**config.mk**
```make
export PLATFORM = sky130hd
export DESIGN_NAME = wdtsm_top
export DESIGN_NICKNAME = d
export VERILOG_FILES = /design/src/wdtsm_pkg.sv /design/src/wdtsm_cnt_if.sv /design/src/wdtsm_counter.sv /design/src/wdtsm_tick_sync.sv /design/src/wdtsm_top.sv
export SDC_FILE = /design/constraint.sdc
export NUM_CORES = 1
export LEC_CHECK = 0
export BUFFER_PORTS_ARGS = -buffer_cell sky130_fd_sc_hd__clkbuf_2
export CAP_MARGIN = 20
export CORE_MARGIN = 10
export CORE_UTILIZATION = 53
export CTS_CLUSTER_SIZE = 30
export DETAILED_ROUTE_END_ITERATION = 16
export PLACE_DENSITY = 0.81
export SLEW_MARGIN = 10
export SYNTH_ARGS = -nofsm -noshare
export SYNTH_HDL_FRONTEND = slang
export SYNTH_HIERARCHICAL = 1
export SYNTH_SLANG_ARGS = --single-unit
```
**constraint.sdc**
```tcl
create_clock -name clk_i -period 6.1 [get_ports clk_i]
set_input_delay 0.915 -clock clk_i [delete_from_list [all_inputs] [get_ports clk_i]]
set_output_delay 0.915 -clock clk_i [all_outputs]
set_load 0.01 [all_outputs]
```
**src/wdtsm_pkg.sv**
```systemverilog
// Constants and types shared by the watchdog timer files
package wdtsm_pkg;
  // ----------------------------------------
  // Register map (byte addresses)
  // ----------------------------------------
  localparam logic [3:0] ADDR_CONTROL = 4'h0; // Watchdog control register
  localparam logic [3:0] ADDR_STATUS = 4'h4;  // Flags and live state
  localparam logic [3:0] ADDR_CLEAR = 4'h8;   // Write bit 0 to clear the count
  localparam logic [3:0] ADDR_COUNT = 4'hC;   // Current tick count

  // ----------------------------------------
  // Control register fields
  // ----------------------------------------
  localparam int CTL_SWEN_BIT = 0;    // Software enable bit position
  localparam int CTL_PS_LSB = 1;      // Prescale select low bit
  localparam int CTL_PS_MSB = 5;      // Prescale select high bit
  localparam logic [7:0] CTL_RESET = 8'h16; // Prescale 01011, enable 0
  localparam logic [7:0] CTL_MASK = 8'h3F;  // Bits 7-6 read as zero

  // ----------------------------------------
  // Status register fields
  // ----------------------------------------
  localparam int ST_TO_BIT = 0;     // Time-out flag, active low
  localparam int ST_PD_BIT = 1;     // Power-down flag, active low
  localparam int ST_ACTIVE_BIT = 2; // Watchdog currently active
  localparam int ST_SLEEP_BIT = 3;  // Device in Sleep

  // ----------------------------------------
  // Prescaler figures
  // ----------------------------------------
  localparam int PS_BASE_LOG2 = 5;      // Code 0 divides by 32
  localparam logic [4:0] PS_MAX = 5'h12; // Highest valid code, 1:2^23
  localparam int CNT_W = 23;             // Counter width for 2^23

  // Operating mode field values
  typedef enum logic [1:0] {
    WDTSM_OFF = 2'h0,
    WDTSM_SW = 2'h1,
    WDTSM_AWAKE = 2'h2,
    WDTSM_ON = 2'h3
  } wdtsm_mode_e;
endpackage

```
**src/wdtsm_cnt_if.sv**
```systemverilog
// Interface between the watchdog top and its counter
`timescale 1ns/100ps
`default_nettype none
interface wdtsm_cnt_if;
  logic tick;          // One-cycle low-frequency tick enable
  logic clear;         // Clear count this cycle
  logic run;           // Counting allowed
  logic [4:0] sel;     // Prescale select code
  logic [22:0] count;  // Current count
  logic timeout;       // One-cycle time-out pulse

  modport ctrl (output tick, output clear, output run, output sel,
                input count, input timeout);
  modport cnt (input tick, input clear, input run, input sel,
               output count, output timeout);
endinterface
`default_nettype wire

```
**src/wdtsm_counter.sv**
```systemverilog
// Prescaled watchdog tick counter with time-out detection
`timescale 1ns/100ps
`default_nettype none
module wdtsm_counter (
  input wire logic clk_i,
  input wire logic rst_i,
  wdtsm_cnt_if.cnt bus
);
  logic [22:0] next_count; // Next count value
  logic next_timeout;      // Next time-out pulse

  // Terminal count (division ratio minus one) for a prescale code; reserved codes give 1:32
  function automatic logic [22:0] limit_of(input logic [4:0] sel);
    logic [4:0] code;
    code = (sel > wdtsm_pkg::PS_MAX) ? 5'h00 : sel;
    limit_of = 23'((24'h1 << (wdtsm_pkg::PS_BASE_LOG2 + int'(code))) - 24'h1);
  endfunction

  // ----------------------------------------
  // Count, clear and time-out
  // ----------------------------------------
  always_comb begin
    next_count = bus.count;
    next_timeout = 1'b0;
    if (bus.clear || !bus.run) begin
      next_count = 23'h000000;
    end else if (bus.tick) begin
      if (bus.count == limit_of(bus.sel)) begin
        next_count = 23'h000000;
        next_timeout = 1'b1;
      end else begin
        next_count = bus.count + 23'h000001;
      end
    end
  end

  // Count registers
  always_ff @(posedge clk_i) begin
    if (rst_i) begin
      bus.count <= 23'h000000;
      bus.timeout <= 1'b0;
    end else begin
      bus.count <= next_count;
      bus.timeout <= next_timeout;
    end
  end
endmodule
`default_nettype wire

```
**src/wdtsm_tick_sync.sv**
```systemverilog
// Synchroniser turning the low-frequency oscillator into a tick enable
`timescale 1ns/100ps
`default_nettype none
module wdtsm_tick_sync (
  input wire logic clk_i,
  input wire logic rst_i,
  input wire logic osc_i,
  output logic tick_o
);
  logic meta;       // First synchroniser stage
  logic stable;     // Second synchroniser stage
  logic last;       // Previous stable level
  logic next_tick;  // Rising edge found

  // ----------------------------------------
  // Edge detection on the stable level only
  // ----------------------------------------
  always_comb begin
    next_tick = stable & ~last;
  end

  // Two-stage synchroniser and edge register
  always_ff @(posedge clk_i) begin
    if (rst_i) begin
      meta <= 1'b0;
      stable <= 1'b0;
      last <= 1'b0;
      tick_o <= 1'b0;
    end else begin
      meta <= osc_i;
      stable <= meta;
      last <= stable;
      tick_o <= next_tick;
    end
  end
endmodule
`default_nettype wire

```
**src/wdtsm_top.sv**
```systemverilog
// Watchdog timer with sleep modes and a classic Wishbone register port
`timescale 1ns/100ps
`default_nettype none
// How it works
// - Time-out while awake forces a system reset
// - Counter ticks from low-frequency oscillator only
// - Mode 11: always active, even asleep
// - Mode 10: active awake, off in Sleep
// - Mode 01: software enable bit decides
// - Mode 00: always disabled
// - Five-bit prescale selects 1 ms to 256 s
// - Reset restores two-second prescale code
// - Reset and clear instruction zero the count
// - Sleep entry clears, then counting may resume
// - Sleep exit clears, held during start-up timer
// - Start-up timer running holds count cleared
// - Interrupt wake clears the count
// - Time-out in Sleep wakes instead of resetting
// - Time-out updates time-out and power-down flags
// - Disabled modes hold count cleared
// - Clock switches leave the count untouched
// - Codes double from 1:32; reserved give 1:32
module wdtsm_top (
  input wire logic clk_i,
  input wire logic rst_i,
  // Wishbone slave
  input wire logic cyc_i,
  input wire logic stb_i,
  input wire logic we_i,
  input wire logic [3:0] adr_i,
  input wire logic [3:0] sel_i,
  input wire logic [31:0] dat_i,
  output logic [31:0] dat_o,
  output logic ack_o,
  // Core side
  input wire logic low_freq_internal_osc_i,
  input wire logic [1:0] wdt_mode_cfg_i,
  input wire logic clear_watchdog_instr_i,
  input wire logic sleep_i,
  input wire logic wake_interrupt_i,
  input wire logic osc_fail_i,
  input wire logic osc_startup_timer_i,
  output logic system_reset_o,
  output logic wake_o,
  output logic timeout_flag_n_o,
  output logic powerdown_flag_n_o
);
  // ----------------------------------------
  // Declarations
  // ----------------------------------------
  wdtsm_cnt_if cnt_if ();       // Link to the counter
  logic [7:0] watchdog_control; // Prescale select and software enable
  logic [7:0] next_control;     // Next control value
  logic sleep_q;                // Sleep level one cycle ago
  logic active;                 // Watchdog active this cycle
  logic clear_req;              // Any clearing condition this cycle
  logic sw_clear;               // Clear written over the bus
  logic bus_hit;                // New bus request this cycle
  logic bus_wr;                 // Write held while ack stands, lands at this edge
  logic [31:0] next_dat;        // Next read data
  logic next_ack;               // Next acknowledge
  logic next_reset;             // Next reset pulse
  logic next_wake;              // Next wake pulse
  logic next_to_n;              // Next time-out flag
  logic next_pd_n;              // Next power-down flag
  wdtsm_pkg::wdtsm_mode_e mode; // Mode from configuration

  // ----------------------------------------
  // Oscillator tick and counter
  // ----------------------------------------
  // independent synchronised tick
  wdtsm_tick_sync u_tick (
    .clk_i(clk_i),
    .rst_i(rst_i),
    .osc_i(low_freq_internal_osc_i),
    .tick_o(cnt_if.tick)
  );

  wdtsm_counter u_cnt (
    .clk_i(clk_i),
    .rst_i(rst_i),
    .bus(cnt_if.cnt)
  );

  // ----------------------------------------
  // Mode decode
  // ----------------------------------------
  always_comb begin
    mode = wdtsm_pkg::wdtsm_mode_e'(wdt_mode_cfg_i);
    case (mode)
      wdtsm_pkg::WDTSM_ON: active = 1'b1;
      wdtsm_pkg::WDTSM_AWAKE: active = ~sleep_i;
      wdtsm_pkg::WDTSM_SW: active = watchdog_control[wdtsm_pkg::CTL_SWEN_BIT];
      default: active = 1'b0;
    endcase
  end

  // ----------------------------------------
  // Clearing conditions
  // ----------------------------------------
  always_comb begin
    clear_req = clear_watchdog_instr_i | sw_clear | osc_fail_i
              | (sleep_i & ~sleep_q) | (~sleep_i & sleep_q)
              | wake_interrupt_i | osc_startup_timer_i;
    // clears act in the same cycle, none missed
    cnt_if.clear = clear_req;
    cnt_if.run = active;
    // nothing here follows system clock changes
    cnt_if.sel = watchdog_control[wdtsm_pkg::CTL_PS_MSB:wdtsm_pkg::CTL_PS_LSB];
  end

  // ----------------------------------------
  // Wishbone slave
  // ----------------------------------------
  always_comb begin
    bus_hit = cyc_i & stb_i & ~ack_o;
    bus_wr = cyc_i & stb_i & we_i & ack_o;
    next_ack = bus_hit;
    next_dat = 32'h00000000;
    next_control = watchdog_control;
    sw_clear = 1'b0;
    // Writes land at the edge where the master samples ack high
    if (bus_wr && sel_i[0]) begin
      if (adr_i == wdtsm_pkg::ADDR_CONTROL) begin
        next_control = dat_i[7:0] & wdtsm_pkg::CTL_MASK;
      end else if (adr_i == wdtsm_pkg::ADDR_CLEAR) begin
        sw_clear = dat_i[0];
      end
    end
    // Read data is launched with ack and stands for that one cycle
    if (bus_hit && adr_i == wdtsm_pkg::ADDR_CONTROL) begin
      next_dat = {24'h000000, watchdog_control & wdtsm_pkg::CTL_MASK};
    end else if (bus_hit && adr_i == wdtsm_pkg::ADDR_STATUS) begin
      next_dat[wdtsm_pkg::ST_TO_BIT] = timeout_flag_n_o;
      next_dat[wdtsm_pkg::ST_PD_BIT] = powerdown_flag_n_o;
      next_dat[wdtsm_pkg::ST_ACTIVE_BIT] = active;
      next_dat[wdtsm_pkg::ST_SLEEP_BIT] = sleep_i;
    end else if (bus_hit && adr_i == wdtsm_pkg::ADDR_COUNT) begin
      next_dat = {9'h000, cnt_if.count};
    end
  end

  // ----------------------------------------
  // Time-out outcome and status flags
  // ----------------------------------------
  always_comb begin
    next_reset = 1'b0;
    next_wake = 1'b0;
    next_to_n = timeout_flag_n_o;
    next_pd_n = powerdown_flag_n_o;
    // Clear instruction marks a healthy run
    if (clear_watchdog_instr_i || sw_clear) begin
      next_to_n = 1'b1;
      next_pd_n = 1'b1;
    end
    // Sleep entry marks power-down
    if (sleep_i && !sleep_q) begin
      next_pd_n = 1'b0;
    end
    // time-out only from an active count
    if (cnt_if.timeout && active) begin
      // time-out flag wins over a clear
      next_to_n = 1'b0;
      if (sleep_i) begin
        next_wake = 1'b1;
        next_pd_n = 1'b0;
      end else begin
        next_reset = 1'b1;
        next_pd_n = 1'b1;
      end
    end
  end

  // Register all state
  always_ff @(posedge clk_i) begin
    if (rst_i) begin
      watchdog_control <= wdtsm_pkg::CTL_RESET;
      sleep_q <= 1'b0;
      dat_o <= 32'h00000000;
      ack_o <= 1'b0;
      system_reset_o <= 1'b0;
      wake_o <= 1'b0;
      timeout_flag_n_o <= 1'b1;
      powerdown_flag_n_o <= 1'b1;
    end else begin
      watchdog_control <= next_control;
      sleep_q <= sleep_i;
      dat_o <= next_dat;
      ack_o <= next_ack;
      system_reset_o <= next_reset;
      wake_o <= next_wake;
      timeout_flag_n_o <= next_to_n;
      powerdown_flag_n_o <= next_pd_n;
    end
  end
endmodule
`default_nettype wire

```
# Word-level counts from Yosys, hierarchy flattened
# Index checks and enable logic that the tools add are counted.
# totals
ram_bits	0
latch_bits	0
rom_bits	0
ff_bits	72
n_memories	0
wordCells	84
# op_classes
n_reduce_logical	19
mux	17
div	0
shifts	1
n_mul	0
n_eq_ne	7
order_cmp	1
addsub	3
bitwise_logic	20
# op_table
op	n
1-bit by 32-bit << shifter with 23-bit output, first input constant	1
23-bit by 1-bit adder with 23-bit output, second input constant	1
23-bit == test	1
23-bit two-way mux	1
23-bit by 1-bit subtractor with 23-bit output, second input constant	1
6-bit two-way mux	2
1-bit two-way mux	10
4-bit == test, second input constant	2
1-bit AND	7
1-bit NOT	7
3-bit by 5-bit adder with 6-bit output, first input constant	1
1-bit logical AND	6
1-bit OR	6
3-bit OR reduction	2
5-bit greater-than comparator, second input constant	1
5-bit two-way mux	1
2-bit == test, second input constant	2
4-bit by 3-bit == test with 1-bit output, second input constant	1
4-bit logical NOT	1
4-bit two-way mux	1
2-bit OR reduction	2
4-bit OR reduction	1
1-bit one-hot mux with 3 select lines	1
3-bit nonzero test	1
6 further kinds	8

# Longest topological paths before layout
# Gate-level depths: netlist of run 1.
# logic_depth
depth_word	13
depth_mapped	10
mapped_depth_nobuf	8

# Modules after synthesis
# Netlist of run 1, hierarchy kept.
# by_module_without_submodules
module	area_per_inst_um2	n_inst	cells_per_inst	seq_area_each_um2
wdtsm_counter	1818.0	1	231	480.5
wdtsm_top	1381.3	1	132	700.7
wdtsm_tick_sync	111.4	1	8	80.1

# Least setup slack after synthesis of run 1
# Ideal clock, no wire load.
# synth_path
path_kind	register to register
from	reg watchdog_control[1]
to	reg u_cnt.bus.count[10]
path_stages_with_launch	10
path_slack_ns	3.857
setup_time_ns	0.115
n_path_buf	2
arrival_time_ns	2.128
cell_sequence	dfxtp_1 buf_6 a211o_4 a2bb2oi_1 and3_1 a211oi_2 o211ai_2 o41ai_4 buf_6 nor2_1
# synth_between
elab_chain_len	7
# synth_rtl
element	line	rtl
from (decl)	wdtsm_top.sv:52	logic [7:0] watchdog_control;
from (signal assigned)	wdtsm_top.sv:177	watchdog_control <= wdtsm_pkg::CTL_RESET;
from (signal assigned)	wdtsm_top.sv:186	watchdog_control <= next_control;
5-bit greater-than comparator	wdtsm_counter.sv:15	code = (sel > wdtsm_pkg::PS_MAX) ? 5'h00 : sel;
5-bit two-way mux *	wdtsm_counter.sv:15	
3-bit by 5-bit adder with 6-bit output *	wdtsm_counter.sv:16	limit_of = 23'((24'h1 << (wdtsm_pkg::PS_BASE_LOG2 + int'(code))) - 24'h1);
1-bit by 32-bit << shifter with 23-bit output *	wdtsm_counter.sv:16	
23-bit by 1-bit subtractor with 23-bit output *	wdtsm_counter.sv:16	
23-bit == test *	wdtsm_counter.sv:28	if (bus.count == limit_of(bus.sel)) begin
23-bit two-way mux *	wdtsm_counter.sv:28	
to (signal assigned)	wdtsm_counter.sv:43	bus.count <= next_count;
to (decl)	wdtsm_cnt_if.sv:15	output count, output timeout);
# Every way passes the cells marked *; elsewhere a longest branch is shown, timed or not.
# A chain may end at the register's enable or synchronous reset.

# Final worst setup path of run 1
# layout_path
from	reg watchdog_control[5]
to	reg u_cnt.bus.count[15]
# Same word-level chain as after synthesis.

==> run summary, run 1 <==
Pwr
- 212 mW/mm² — power density relative to cell area
- 115 µV — maximum vdd ir drop
- 1.45 nW — P_leak

Routing
- 5.50 — vias per cell
- 7.47 mm — total wire length
- 4 — detailed-router iteration count before antenna repair
- 15.1 µm — average routed wire per standard cell
- 0 — Routed Antenna Nets
- 0 — DRC
- 477 µm — met3 WL
- 3.23 mm — met1 routed wirelength after detailed routing
- 207 — Initial DRC Count
- 3.67 mm — met2 routed WL
- 2730 — via count
- met4 — Top Metal Used

Synthesis
- 8.92 µm² — Syn Area/Cell
- 0.00331 mm² — netlist area before placement
- 0% — fraction of registers with async set or reset after synthesis
- 38.1% — share of the synthesized area in the top cell type
- sky130_fd_sc_hd__dfxtp_1 — most used flip-flop cell after synthesis
- 6 — Synth Warn #
- 371 — number of standard cells after synthesis
- 57 — count of distinct cell types in the synthesized netlist
- 63 — Yosys reg bits
- sky130_fd_sc_hd__dfxtp_1 — post-synth top area cell
- sky130_fd_sc_hd__dfxtp_1 38%, sky130_fd_sc_hd__xor2_1 7.1%, sky130_fd_sc_hd__nor2_1 5.9%, sky130_fd_sc_hd__mux2i_1 3.0%, sky130_fd_sc_hd__and2_4 2.9% — cell types occupying the most area after synthesis
- 38.1% — sequential area share after synthesis
- 0 — number of enable flip-flop cells after synthesis

STA
- 0.886 ns — pin slew with the least headroom to its limit
- 49.5% — Tcrit/Tclk final
- 0 — Finish-stage setup viols
- 0 ns — total negative slack
- 3.02 ns — Min Clock Period, post-route
- 0.331 GHz — Achievable Freq
- 3.08 ns — post-layout worst setup margin
- 0.0111 ns — final worst clock skew
- 0 — final hold viol count
- false — setup repair after global routing missed its margin
- 0 — final max-slew violation count
- 40.9% — worst max-slew margin expressed relative to the limit
- 0.403 ns — worst hold margin

Layout
- 496 — final cell count without fillers
- sky130_fd_sc_hd__dfxtp_1 — most common cell after layout, fill and taps aside
- 472 — post-layout net count
- 21.4% — ratio of cells with drive above 1 in the final layout
- 11.6% — area overhead of the layout relative to synthesis
- 0 — diode insertion count for antenna repair
- 63 x sky130_fd_sc_hd__dfxtp_1, 52 x sky130_fd_sc_hd__nor2_1, 51 x sky130_fd_sc_hd__clkbuf_2 — commonest non-fill, non-tap cells in the layout
- 0.00370 mm² — post-route cell area

Placed design
- 0.00350 mm² — instance area at placement
- 480 — number of cells after detailed placement
- 5.50 mm — post-detail-place hpwl
- 51 — number of I/O port buffers
- 0.906 — RD Place Congestion
- 2.76 ns — Post-Place Worst Slack

Global routing
- 28 — largest net degree at the start of global routing
- 2542 — vias in the first global route
- 15.3% — GRT Resource Usage Total
- 0 — antenna violations before repair
- 12.4 mm — global-route wire length before repair
- 0 — overflow left after global routing

Outcome
- finished, final reports clean — status

Clock tree
- 0.07 ns — clock-pin slew on the worst setup and hold paths
- yes — clock tree from TritonCTS
- 2 — number of buffers on the longest clock path
- 3 — maximum level of the CTS H-tree
- 0.35 ns — clock insertion delay at the later pin of the skew report
- sky130_fd_sc_hd__clkbuf_8 — clock root buffer
- 0 — count of hold buffers inserted by post-cts repair
- 0 — buffers inserted by post-CTS timing repair
- 0 — quantity of gates resized following cts
- 63 — TritonCTS Sinks
- 9 — total CTS buffers

Die
- 99.0 µm — vertical extent of the die
- 28 — number of rows in the core area
- 55.3% — Starting Density
- 99.0 µm — die width
- 0.00599 mm² — core outline area
- 90 — number of placed I/O pins
- 0.00981 mm² — floorplan die area

Critical path
- flop — critical path capture point type
- 0.90 ns — max incr delay on CP
- reg -> reg — critical setup path kind
- sky130_fd_sc_hd__dfxtp_1 — Critical Path Slowest Stage Cell
- 27 — largest fanout on the critical path
- 6.33 ns — required time at the worst-slack endpoint
- flop — kind of start point of the critical path
- or3b_2, a21oi_1, xor2_1, a311oi_1, nand4b_1, o41ai_4, buf_6, nor2_1 — critical path, cell by cell
- 3.26 ns — arrival time of the worst setup path

Worst hold path
- reg -> reg — Min-Delay Path Class

Run
- 0 — Max-cap violations

## through the flow
stage                     util (%)  total power, mW
after floorplan                  -            0.455
after global placement        58.5            0.462
after detailed placement      58.5            0.463
after CTS                     61.5            0.790
after global routing          61.7            0.814
final                         61.7            0.785
## registers in the layout, indices dropped and copies added (netlist names)
name / cells
ack_o: 1
sleep_q: 1
wake_o: 1
watchdog_control: 6
dat_o: 23
u_tick/meta: 1
powerdown_flag_n_o: 1
u_tick/last: 1
system_reset_o: 1
u_tick/stable: 1
u_cnt/bus.count: 23
u_tick/tick_o: 1
timeout_flag_n_o: 1
u_cnt/bus.timeout: 1
## final cells by class
| class | count | area [µm²] |
|---|---|---|
| Clock buffer | 12 | 165 |
| Clock inverter | 3 | 17.5 |
| Fill cell | 516 | 2290 |
| Inverter | 6 | 22.5 |
| Multi-Input combinational cell | 285 | 1870 |
| Sequential cell | 63 | 1260 |
| Tap cell | 75 | 93.8 |
| Timing Repair Buffer | 52 | 267 |
## worst max-delay path: cells and delay by family, from the launching register on
kind	cells	cell delay, ns
DFF	1	0.90
AOI/OAI and AO/OA	3	0.82
buffers and inverters	1	0.24
xor gates and xnor gates	1	0.10
and+or+nand+nor	3	0.83
## final timing paths
kind / start / to / slack, ns / depth (start not counted)
setup / recovery: watchdog_control[5]$_SDFFE_PP0P_ / u_cnt/bus.count[15]$_SDFFE_PP0P_ / 3.08 / 8
hold / removal: u_tick/last$_SDFF_PP0_ / u_tick/tick_o$_SDFF_PP0_ / 0.40 / 1
setup reg to reg: watchdog_control[5]$_SDFFE_PP0P_ / u_cnt/bus.count[15]$_SDFFE_PP0P_ / 3.08 / 8
hold reg to reg: u_tick/last$_SDFF_PP0_ / u_tick/tick_o$_SDFF_PP0_ / 0.40 / 1
## power by group
| part | switching (mW) | internal, mW | total (mW) |
|---|---|---|---|
| Sequential | 0.00147 | 0.414 | 0.415 |
| Clock | 0.154 | 0.177 | 0.330 |
| Combinational | 0.0219 | 0.0179 | 0.0398 |
## cell usage after synthesis, drive strengths merged (2+ instances only)
cell type	n
a211oi	3
a21oi	14
a22oi	3
a2bb2oi	7
a31oi	4
and2	20
and3	8
buf	22
clkbuf	4
conb	2
dfxtp	63
ha	2
inv	6
mux2i	10
nand2	17
nand2b	14
nand3	9
nand3b	2
nand4	9
nand4b	2
nor2	52
nor2b	6
nor3	10
nor3b	4
nor4	3
nor4bb	2
o211a	2
o21ai	5
o22ai	4
o31a	2
o41ai	2
or3	4
or3b	3
xnor2	9
xor2	27
## layer usage
layer  up-vias  track usage [%]
met2        79             23.4
met4         0             5.40
li1       1366                -
met5         -                0
met3        10             5.31
met1      1275             19.3
## logic make-up (layout without fill, tap and decap cells)
| logic type | Yosys count | count (layout) | share of synthesized area (%) |
|---|---|---|---|
| AND/OR/NAND/NOR | 169 | 169 | 28.5 |
| multiplexers | 10 | 10 | 3.02 |
| flip-flops | 63 | 63 | 38.1 |
| other | 2 | 11 | 0.227 |
| adder cells (fa/ha/maj) | 2 | 2 | 0.756 |
| XOR/XNOR | 36 | 36 | 9.52 |
| AO/OA/AOI/OAI | 57 | 57 | 13.5 |
| buffers and inverters | 32 | 73 | 6.46 |
(Power assumes the default switching activity.)
==> run 2: changes to the inputs <==
- CORE_UTILIZATION: 53 -> 47
- PLACE_DENSITY: 0.81 -> 0.76
- clock period: 6.1 -> 2.6 ns (I/O delays scaled with it)
==> run 2 against run 1 <==
Register-to-register slack worse by 3.0 ns. Final cell count rose by 6.5%. Setup slack got worse by 3.0 ns. Highest routed layer unchanged.
==> run summary, run 2 (same netlist as run 1, synthesis figures left out) <==
Outcome
- finished, final reports clean — status

Die
- 0.0108 mm² — floorplan die area, +10%
- 30 — number of rows in the core area, +7.1%
- 48.5% — Starting Density, -6.8 points
- 104 µm — vertical extent of the die, +4.9%
- 104 µm — die width, +4.9%
- 0.00683 mm² — core outline area, +14%
- 90 — number of placed I/O pins, unchanged

Global routing
- 12.5 mm — global-route wire length before repair, +0.78%
- 0 — overflow left after global routing, unchanged
- 2569 — vias in the first global route, +1.1%
- 0 — antenna violations before repair, unchanged
- 13.9% — GRT Resource Usage Total, -1.4 points
- 25 — largest net degree at the start of global routing, -11%

Critical path
- flop — critical path capture point type
- 0.56 ns — max incr delay on CP, -0.34 ns
- 2.73 ns — arrival time of the worst setup path, -0.53 ns
- 21 — largest fanout on the critical path, -22%
- 1 — number of buffers and inverters on the critical path, unchanged
- 2.84 ns — required time at the worst-slack endpoint, -3.49 ns
- sky130_fd_sc_hd__dfxtp_1 — Critical Path Slowest Stage Cell
- nand2b_1, nor3_1, xor2_1, nor4bb_1, o211ai_2, o41ai_4, buf_12, nor2_1 — critical path, cell by cell
- simple AND/OR/NAND/NOR gates — cell type group with the largest total delay on the critical path
- reg -> reg — critical setup path kind
- flop — kind of start point of the critical path

Routing
- 4 — detailed-router iteration count before antenna repair, unchanged
- 5.25 — vias per cell, -4.6%
- 0 — Routed Antenna Nets, unchanged
- 14.2 µm — average routed wire per standard cell, -5.6%
- 0 — DRC, unchanged
- 2773 — via count, +1.6%
- 7.50 mm — total wire length, +0.46%
- 209 — Initial DRC Count, +0.97%

Clock tree
- 0 — buffers inserted by post-CTS timing repair, unchanged
- 2 — number of buffers on the longest clock path, unchanged
- 0.34 ns — clock insertion delay at the later pin of the skew report, about the same
- 0 — quantity of gates resized following cts, unchanged
- 9 — total CTS buffers, unchanged
- 0.07 ns — clock-pin slew on the worst setup and hold paths, about the same
- 63 — TritonCTS Sinks, unchanged
- 0 — count of hold buffers inserted by post-cts repair, unchanged
- sky130_fd_sc_hd__clkbuf_8 — clock root buffer
- 3 — maximum level of the CTS H-tree, unchanged
- yes — clock tree from TritonCTS

Pwr
- 1.50 nW — P_leak, +3.5%
- 0.423 mW — switching pwr, +140%
- 481 mW/mm² — power density relative to cell area, +130%
- 1.41 mW — cell-internal power, +130%
- 23.1% — net switching fraction of the power, +0.57 points
- 41.8% — relative contribution of the clock network to total power, -0.3 points
- 272 µV — maximum vdd ir drop, +140%
- 5.1% — Gate power share, about the same
- 53.2% — relative contribution of sequential cells to total power, +0.3 points

Layout
- 622 — number of fillers in the final layout, +21%
- 0.00187 mm² — area of the multi-input gates, +0.27%
- 24.1% — ratio of cells with drive above 1 in the final layout, +2.7 points
- 482 — post-layout net count, +2.1%
- sky130_fd_sc_hd__dfxtp_1 — most common cell after layout, fill and taps aside
- 0.00127 mm² — register area, +0.40%
- 15.1% — area overhead of the layout relative to synthesis
- 59 x sky130_fd_sc_hd__dfxtp_1, 52 x sky130_fd_sc_hd__nor2_1, 51 x sky130_fd_sc_hd__clkbuf_2 — commonest non-fill, non-tap cells in the layout
- dat_o x23, u_cnt/bus.count x23, watchdog_control x6 — largest registers
- 0 — diode insertion count for antenna repair, unchanged

Worst hold path
- in -> reg — Min-Delay Path Class

Placed design
- 0.854 — RD Place Congestion, -5.7%
- 0.0504 ns — Post-Place Worst Slack, -2.71 ns
- 5.65 mm — post-detail-place hpwl, +2.7%
- 51 — number of I/O port buffers, unchanged

STA
- 0.401 GHz — Achievable Freq, +21%
- 0 — final max-slew violation count, unchanged
- 0.0103 ns — final worst clock skew, -0.000751 ns
- false — setup repair after global routing missed its margin
- 2.49 ns — Min Clock Period, post-route, -0.529 ns
- 0.108 ns — post-layout worst setup margin, -2.97 ns
- 0 ns — total negative slack, unchanged
- 95.8% — Tcrit/Tclk final, +46 points
- 0 — Finish-stage setup viols, unchanged
- 0 — final hold viol count, unchanged

Run
- 0 — Max-cap violations, unchanged

[run 2: cell type report]
| type | count | area share (%) |
|---|---|---|
| Clock buffer | 13 | 4.17 |
| Clock inverter | 3 | 0.460 |
| Inverter | 6 | 0.591 |
| Multi-Input combinational cell | 285 | 49.2 |
| Sequential cell | 63 | 33.2 |
| Tap cell | 96 | 3.15 |
| Timing Repair Buffer | 62 | 9.20 |
[run 2: stage by stage]
stage | hold WS, ns | area, µm² | total power, mW | util (%) | cells
finish | 0.261 | 3810 | 1.83 | 55.8 | 528
global route | 0.277 | 3810 | 1.91 | 55.8 | 528
CTS | 0.244 | 3800 | 1.84 | 55.6 | 528
detailed placement | 0.402 | 3620 | 1.09 | 53.0 | 512
global placement | 0.394 | 3620 | 1.08 | 53.0 | 512
floorplan | 0.387 | 3340 | 1.07 | - | 380
[run 2: path summary, 6_finish.rpt]
check	from	end	slack, ns	cells after the start
worst max-delay path	watchdog_control[4]$_SDFFE_PP1P_	u_cnt/bus.count[13]$_SDFFE_PP0P_	0.11	8
worst min-delay path	low_freq_internal_osc_i	u_tick/meta$_SDFF_PP0_	0.26	2
worst max register to register	watchdog_control[4]$_SDFFE_PP1P_	u_cnt/bus.count[13]$_SDFFE_PP0P_	0.11	8
worst min register to register	u_tick/last$_SDFF_PP0_	u_tick/tick_o$_SDFF_PP0_	0.41	1
[run 2: metal layers]
metal  wire (µm)  vias to the layer above  GRT usage [%]  share of wire [%]
met3         416                       11           4.58                5.5
met4         117                        0           5.27                1.6
met5           0                        -              0                  0
li1            -                     1392              -                  -
met1        3540                     1300           18.0                 47
met2        3430                       70           20.9                 46
[run 2: power by group through the flow]
stage	clock (mW)	combinational (mW)	sequential, mW
after floorplan	0	0.0712	0.996
after global placement	0	0.0890	0.995
after detailed placement	0	0.0901	0.995
after CTS	0.781	0.0904	0.974
after global routing	0.829	0.105	0.974
final	0.764	0.0927	0.974
==> run 3: changes to the inputs <==
- CORE_MARGIN: 10 -> not set
==> run 3 against run 2 <==
Non-clock buffer count is 6 higher. Count of clock-buffer cells in the layout is 1 lower. Highest routed layer unchanged. Combinational power is 1% higher. Via count is 0.40% higher. Critical path type unchanged.
==> run summary, run 3 (same netlist as run 1, synthesis figures left out) <==
Outcome
- finished, final reports clean — status

Die
- 30 — number of rows in the core area, unchanged
- 0.00679 mm² — core outline area, -0.55%
- 85.9 µm — die width, -17%
- 0.00738 mm² — floorplan die area, -32%
- 48.7% — Starting Density, +0.27 points
- 85.9 µm — vertical extent of the die, -17%
- 90 — number of placed I/O pins, unchanged

Clock tree
- 0 — buffers inserted by post-CTS timing repair, unchanged
- yes — clock tree from TritonCTS
- 0.06 ns — clock-pin slew on the worst setup and hold paths, about the same
- 3 — maximum level of the CTS H-tree, unchanged
- 9 — total CTS buffers, unchanged
- 0.34 ns — clock insertion delay at the later pin of the skew report, about the same
- sky130_fd_sc_hd__clkbuf_8 — clock root buffer
- 2 — number of buffers on the longest clock path, unchanged
- 63 — TritonCTS Sinks, unchanged

Placed design
- 518 — number of cells after detailed placement, +1.2%
- 0.879 — RD Place Congestion, +2.9%
- 5.40 mm — post-detail-place hpwl, -4.4%
- -0.00664 ns — Post-Place Worst Slack, -0.0570 ns
- 51 — number of I/O port buffers, unchanged

Layout
- 0 — diode insertion count for antenna repair, unchanged
- 616 — number of fillers in the final layout, -0.96%
- 533 — final cell count without fillers, +0.95%
- dat_o x23, u_cnt/bus.count x23, watchdog_control x6 — largest registers
- 17.6% — area overhead of the layout relative to synthesis
- 25.4% — ratio of cells with drive above 1 in the final layout, +1.3 points
- 488 — post-layout net count, +1.2%
- 57.3% — post-layout util, +1.5 points
- 60 x sky130_fd_sc_hd__dfxtp_1, 52 x sky130_fd_sc_hd__nor2_1, 51 x sky130_fd_sc_hd__clkbuf_2 — commonest non-fill, non-tap cells in the layout
- sky130_fd_sc_hd__dfxtp_1 — most common cell after layout, fill and taps aside

Critical path
- 0.14 ns — setup slack on the worst flop-to-flop path, +0.03 ns
- buf_4, nand2b_1, or3_1, a21oi_1, o211a_1, o211ai_2, o41ai_4, buf_12, nor2_1 — critical path, cell by cell
- 2 — number of buffers and inverters on the critical path, +1
- sky130_fd_sc_hd__or3_1 — Critical Path Slowest Stage Cell
- 9 — number of cells on the critical path, +1
- 0.42 ns — max incr delay on CP, -0.14 ns
- compound AO/OA/AOI/OAI gates — cell type group with the largest total delay on the critical path
- flop — critical path capture point type
- 2.70 ns — arrival time of the worst setup path, -0.03 ns
- 2.83 ns — required time at the worst-slack endpoint, about the same
- 9 — path depth of the worst reg2reg path, +1
- 21 — largest fanout on the critical path, unchanged
- reg -> reg — critical setup path kind
- flop — kind of start point of the critical path

Global routing
- 4.72% — global-route met3 utilization, +0.13 points
- 0 — antenna violations before repair, unchanged
- 12.0 mm — global-route wire length before repair, -4.0%
- 26.3% — met1 routing resource usage after global routing, +8.3 points
- 25 — largest net degree at the start of global routing, unchanged
- met2 — most crowded layer after global routing
- 2535 — vias in the first global route, -1.3%
- 0 — overflow left after global routing, unchanged
- 34.3% — GR met2 Demand/Resource, +13 points
- 20.8% — GRT Resource Usage Total, +6.9 points

Routing
- 212 — Initial DRC Count, +1.4%
- 0 — Routed Antenna Nets, unchanged
- 13.7 µm — average routed wire per standard cell, -3.6%
- 7.30 mm — total wire length, -2.7%
- 5.22 — vias per cell, -0.55%
- 0 — DRC, unchanged
- 2784 — via count, +0.40%
- 5 — detailed-router iteration count before antenna repair, +1

Worst hold path
- 2 — number of cells on the worst hold path, unchanged
- in -> reg — Min-Delay Path Class

STA
- 2.46 ns — Min Clock Period, post-route, -0.0273 ns
- 0.406 GHz — Achievable Freq, +1.1%
- 0 — final hold viol count, unchanged
- 0 — final max-slew violation count, unchanged
- false — setup repair after global routing missed its margin
- 0 — Finish-stage setup viols, unchanged
- 0.136 ns — post-layout worst setup margin, +0.0273 ns
- 0.262 ns — worst hold margin, +0.000901 ns
- 0.00875 ns — final worst clock skew, -0.00156 ns
- 94.8% — Tcrit/Tclk final, -1.0 points

Run
- 0 — Max-cap violations, unchanged

Pwr
- 494 mW/mm² — power density relative to cell area, +2.8%
- 1.54 nW — P_leak, +2.8%
- 523 µV — maximum vdd ir drop, +92%

==> run 3: final timing paths <==
check	from	endpoint
setup reg to reg	watchdog_control[2]$_SDFFE_PP1P_	u_cnt/bus.count[7]$_SDFFE_PP0P_
setup / recovery	watchdog_control[2]$_SDFFE_PP1P_	u_cnt/bus.count[7]$_SDFFE_PP0P_
hold / removal	low_freq_internal_osc_i	u_tick/meta$_SDFF_PP0_
hold reg to reg	u_tick/last$_SDFF_PP0_	u_tick/tick_o$_SDFF_PP0_
==> run 3: final cells by class <==
type / count / area [µm²] / share of cell area (%)
clock buffers: 12 / 155 / 3.98
clock inverters: 3 / 42.5 / 1.09
inverters: 6 / 22.5 / 0.578
multi-input cells: 285 / 1890 / 48.6
flip-flops and latches: 63 / 1260 / 32.5
well taps: 96 / 120 / 3.08
repair buffers: 68 / 395 / 10.2
==> run 3: worst register-to-register path, cell delays in order (launching register included) <==
cell and delay (ns):
sky130_fd_sc_hd__dfxtp_1 0.38, sky130_fd_sc_hd__buf_4 0.18, sky130_fd_sc_hd__nand2b_1 0.21, sky130_fd_sc_hd__or3_1 0.42, sky130_fd_sc_hd__a21oi_1 0.16, sky130_fd_sc_hd__o211a_1 0.18, sky130_fd_sc_hd__o211ai_2 0.16, sky130_fd_sc_hd__o41ai_4 0.41
sky130_fd_sc_hd__buf_12 0.20, sky130_fd_sc_hd__nor2_1 0.07
==> run 3: where the power goes <==
part	switching, mW	total [mW]	internal [mW]
sequential	0.00374	0.974	0.970
combinational	0.0513	0.0936	0.0422
clock	0.368	0.857	0.488
==> run 3: metrics by stage <==
| stage | total power, mW | instance area, µm² | setup TNS (ns) |
|---|---|---|---|
| 6_report | 1.92 | 3890 | 0 |
| 5_1_grt | 1.99 | 3890 | 0 |
| 4_1_cts | 1.94 | 3870 | 0 |
| 3_5_place_dp | 1.09 | 3670 | -0.0194 |
| 3_3_place_gp | 1.08 | 3670 | 0 |
| 2_1_floorplan | 1.07 | 3340 | 0 |
==> run 3: repair_timing <==
item / in CTS / in global routing
cloned: 0 / 0
hold buffers: 0 / 0
endpoints found under the setup margin: 12 / 23
resized for setup: 1 / 6
hold endpoints to repair: 0 / 0
pin swaps: 0 / 1
==> run 3: per-layer routing <==
layer  vias to the layer above  wire length [µm]
li1                       1394                 -
met1                      1294              3260
met4                         0               189
met3                        18               281
met2                        78              3570
met5                         -                 0
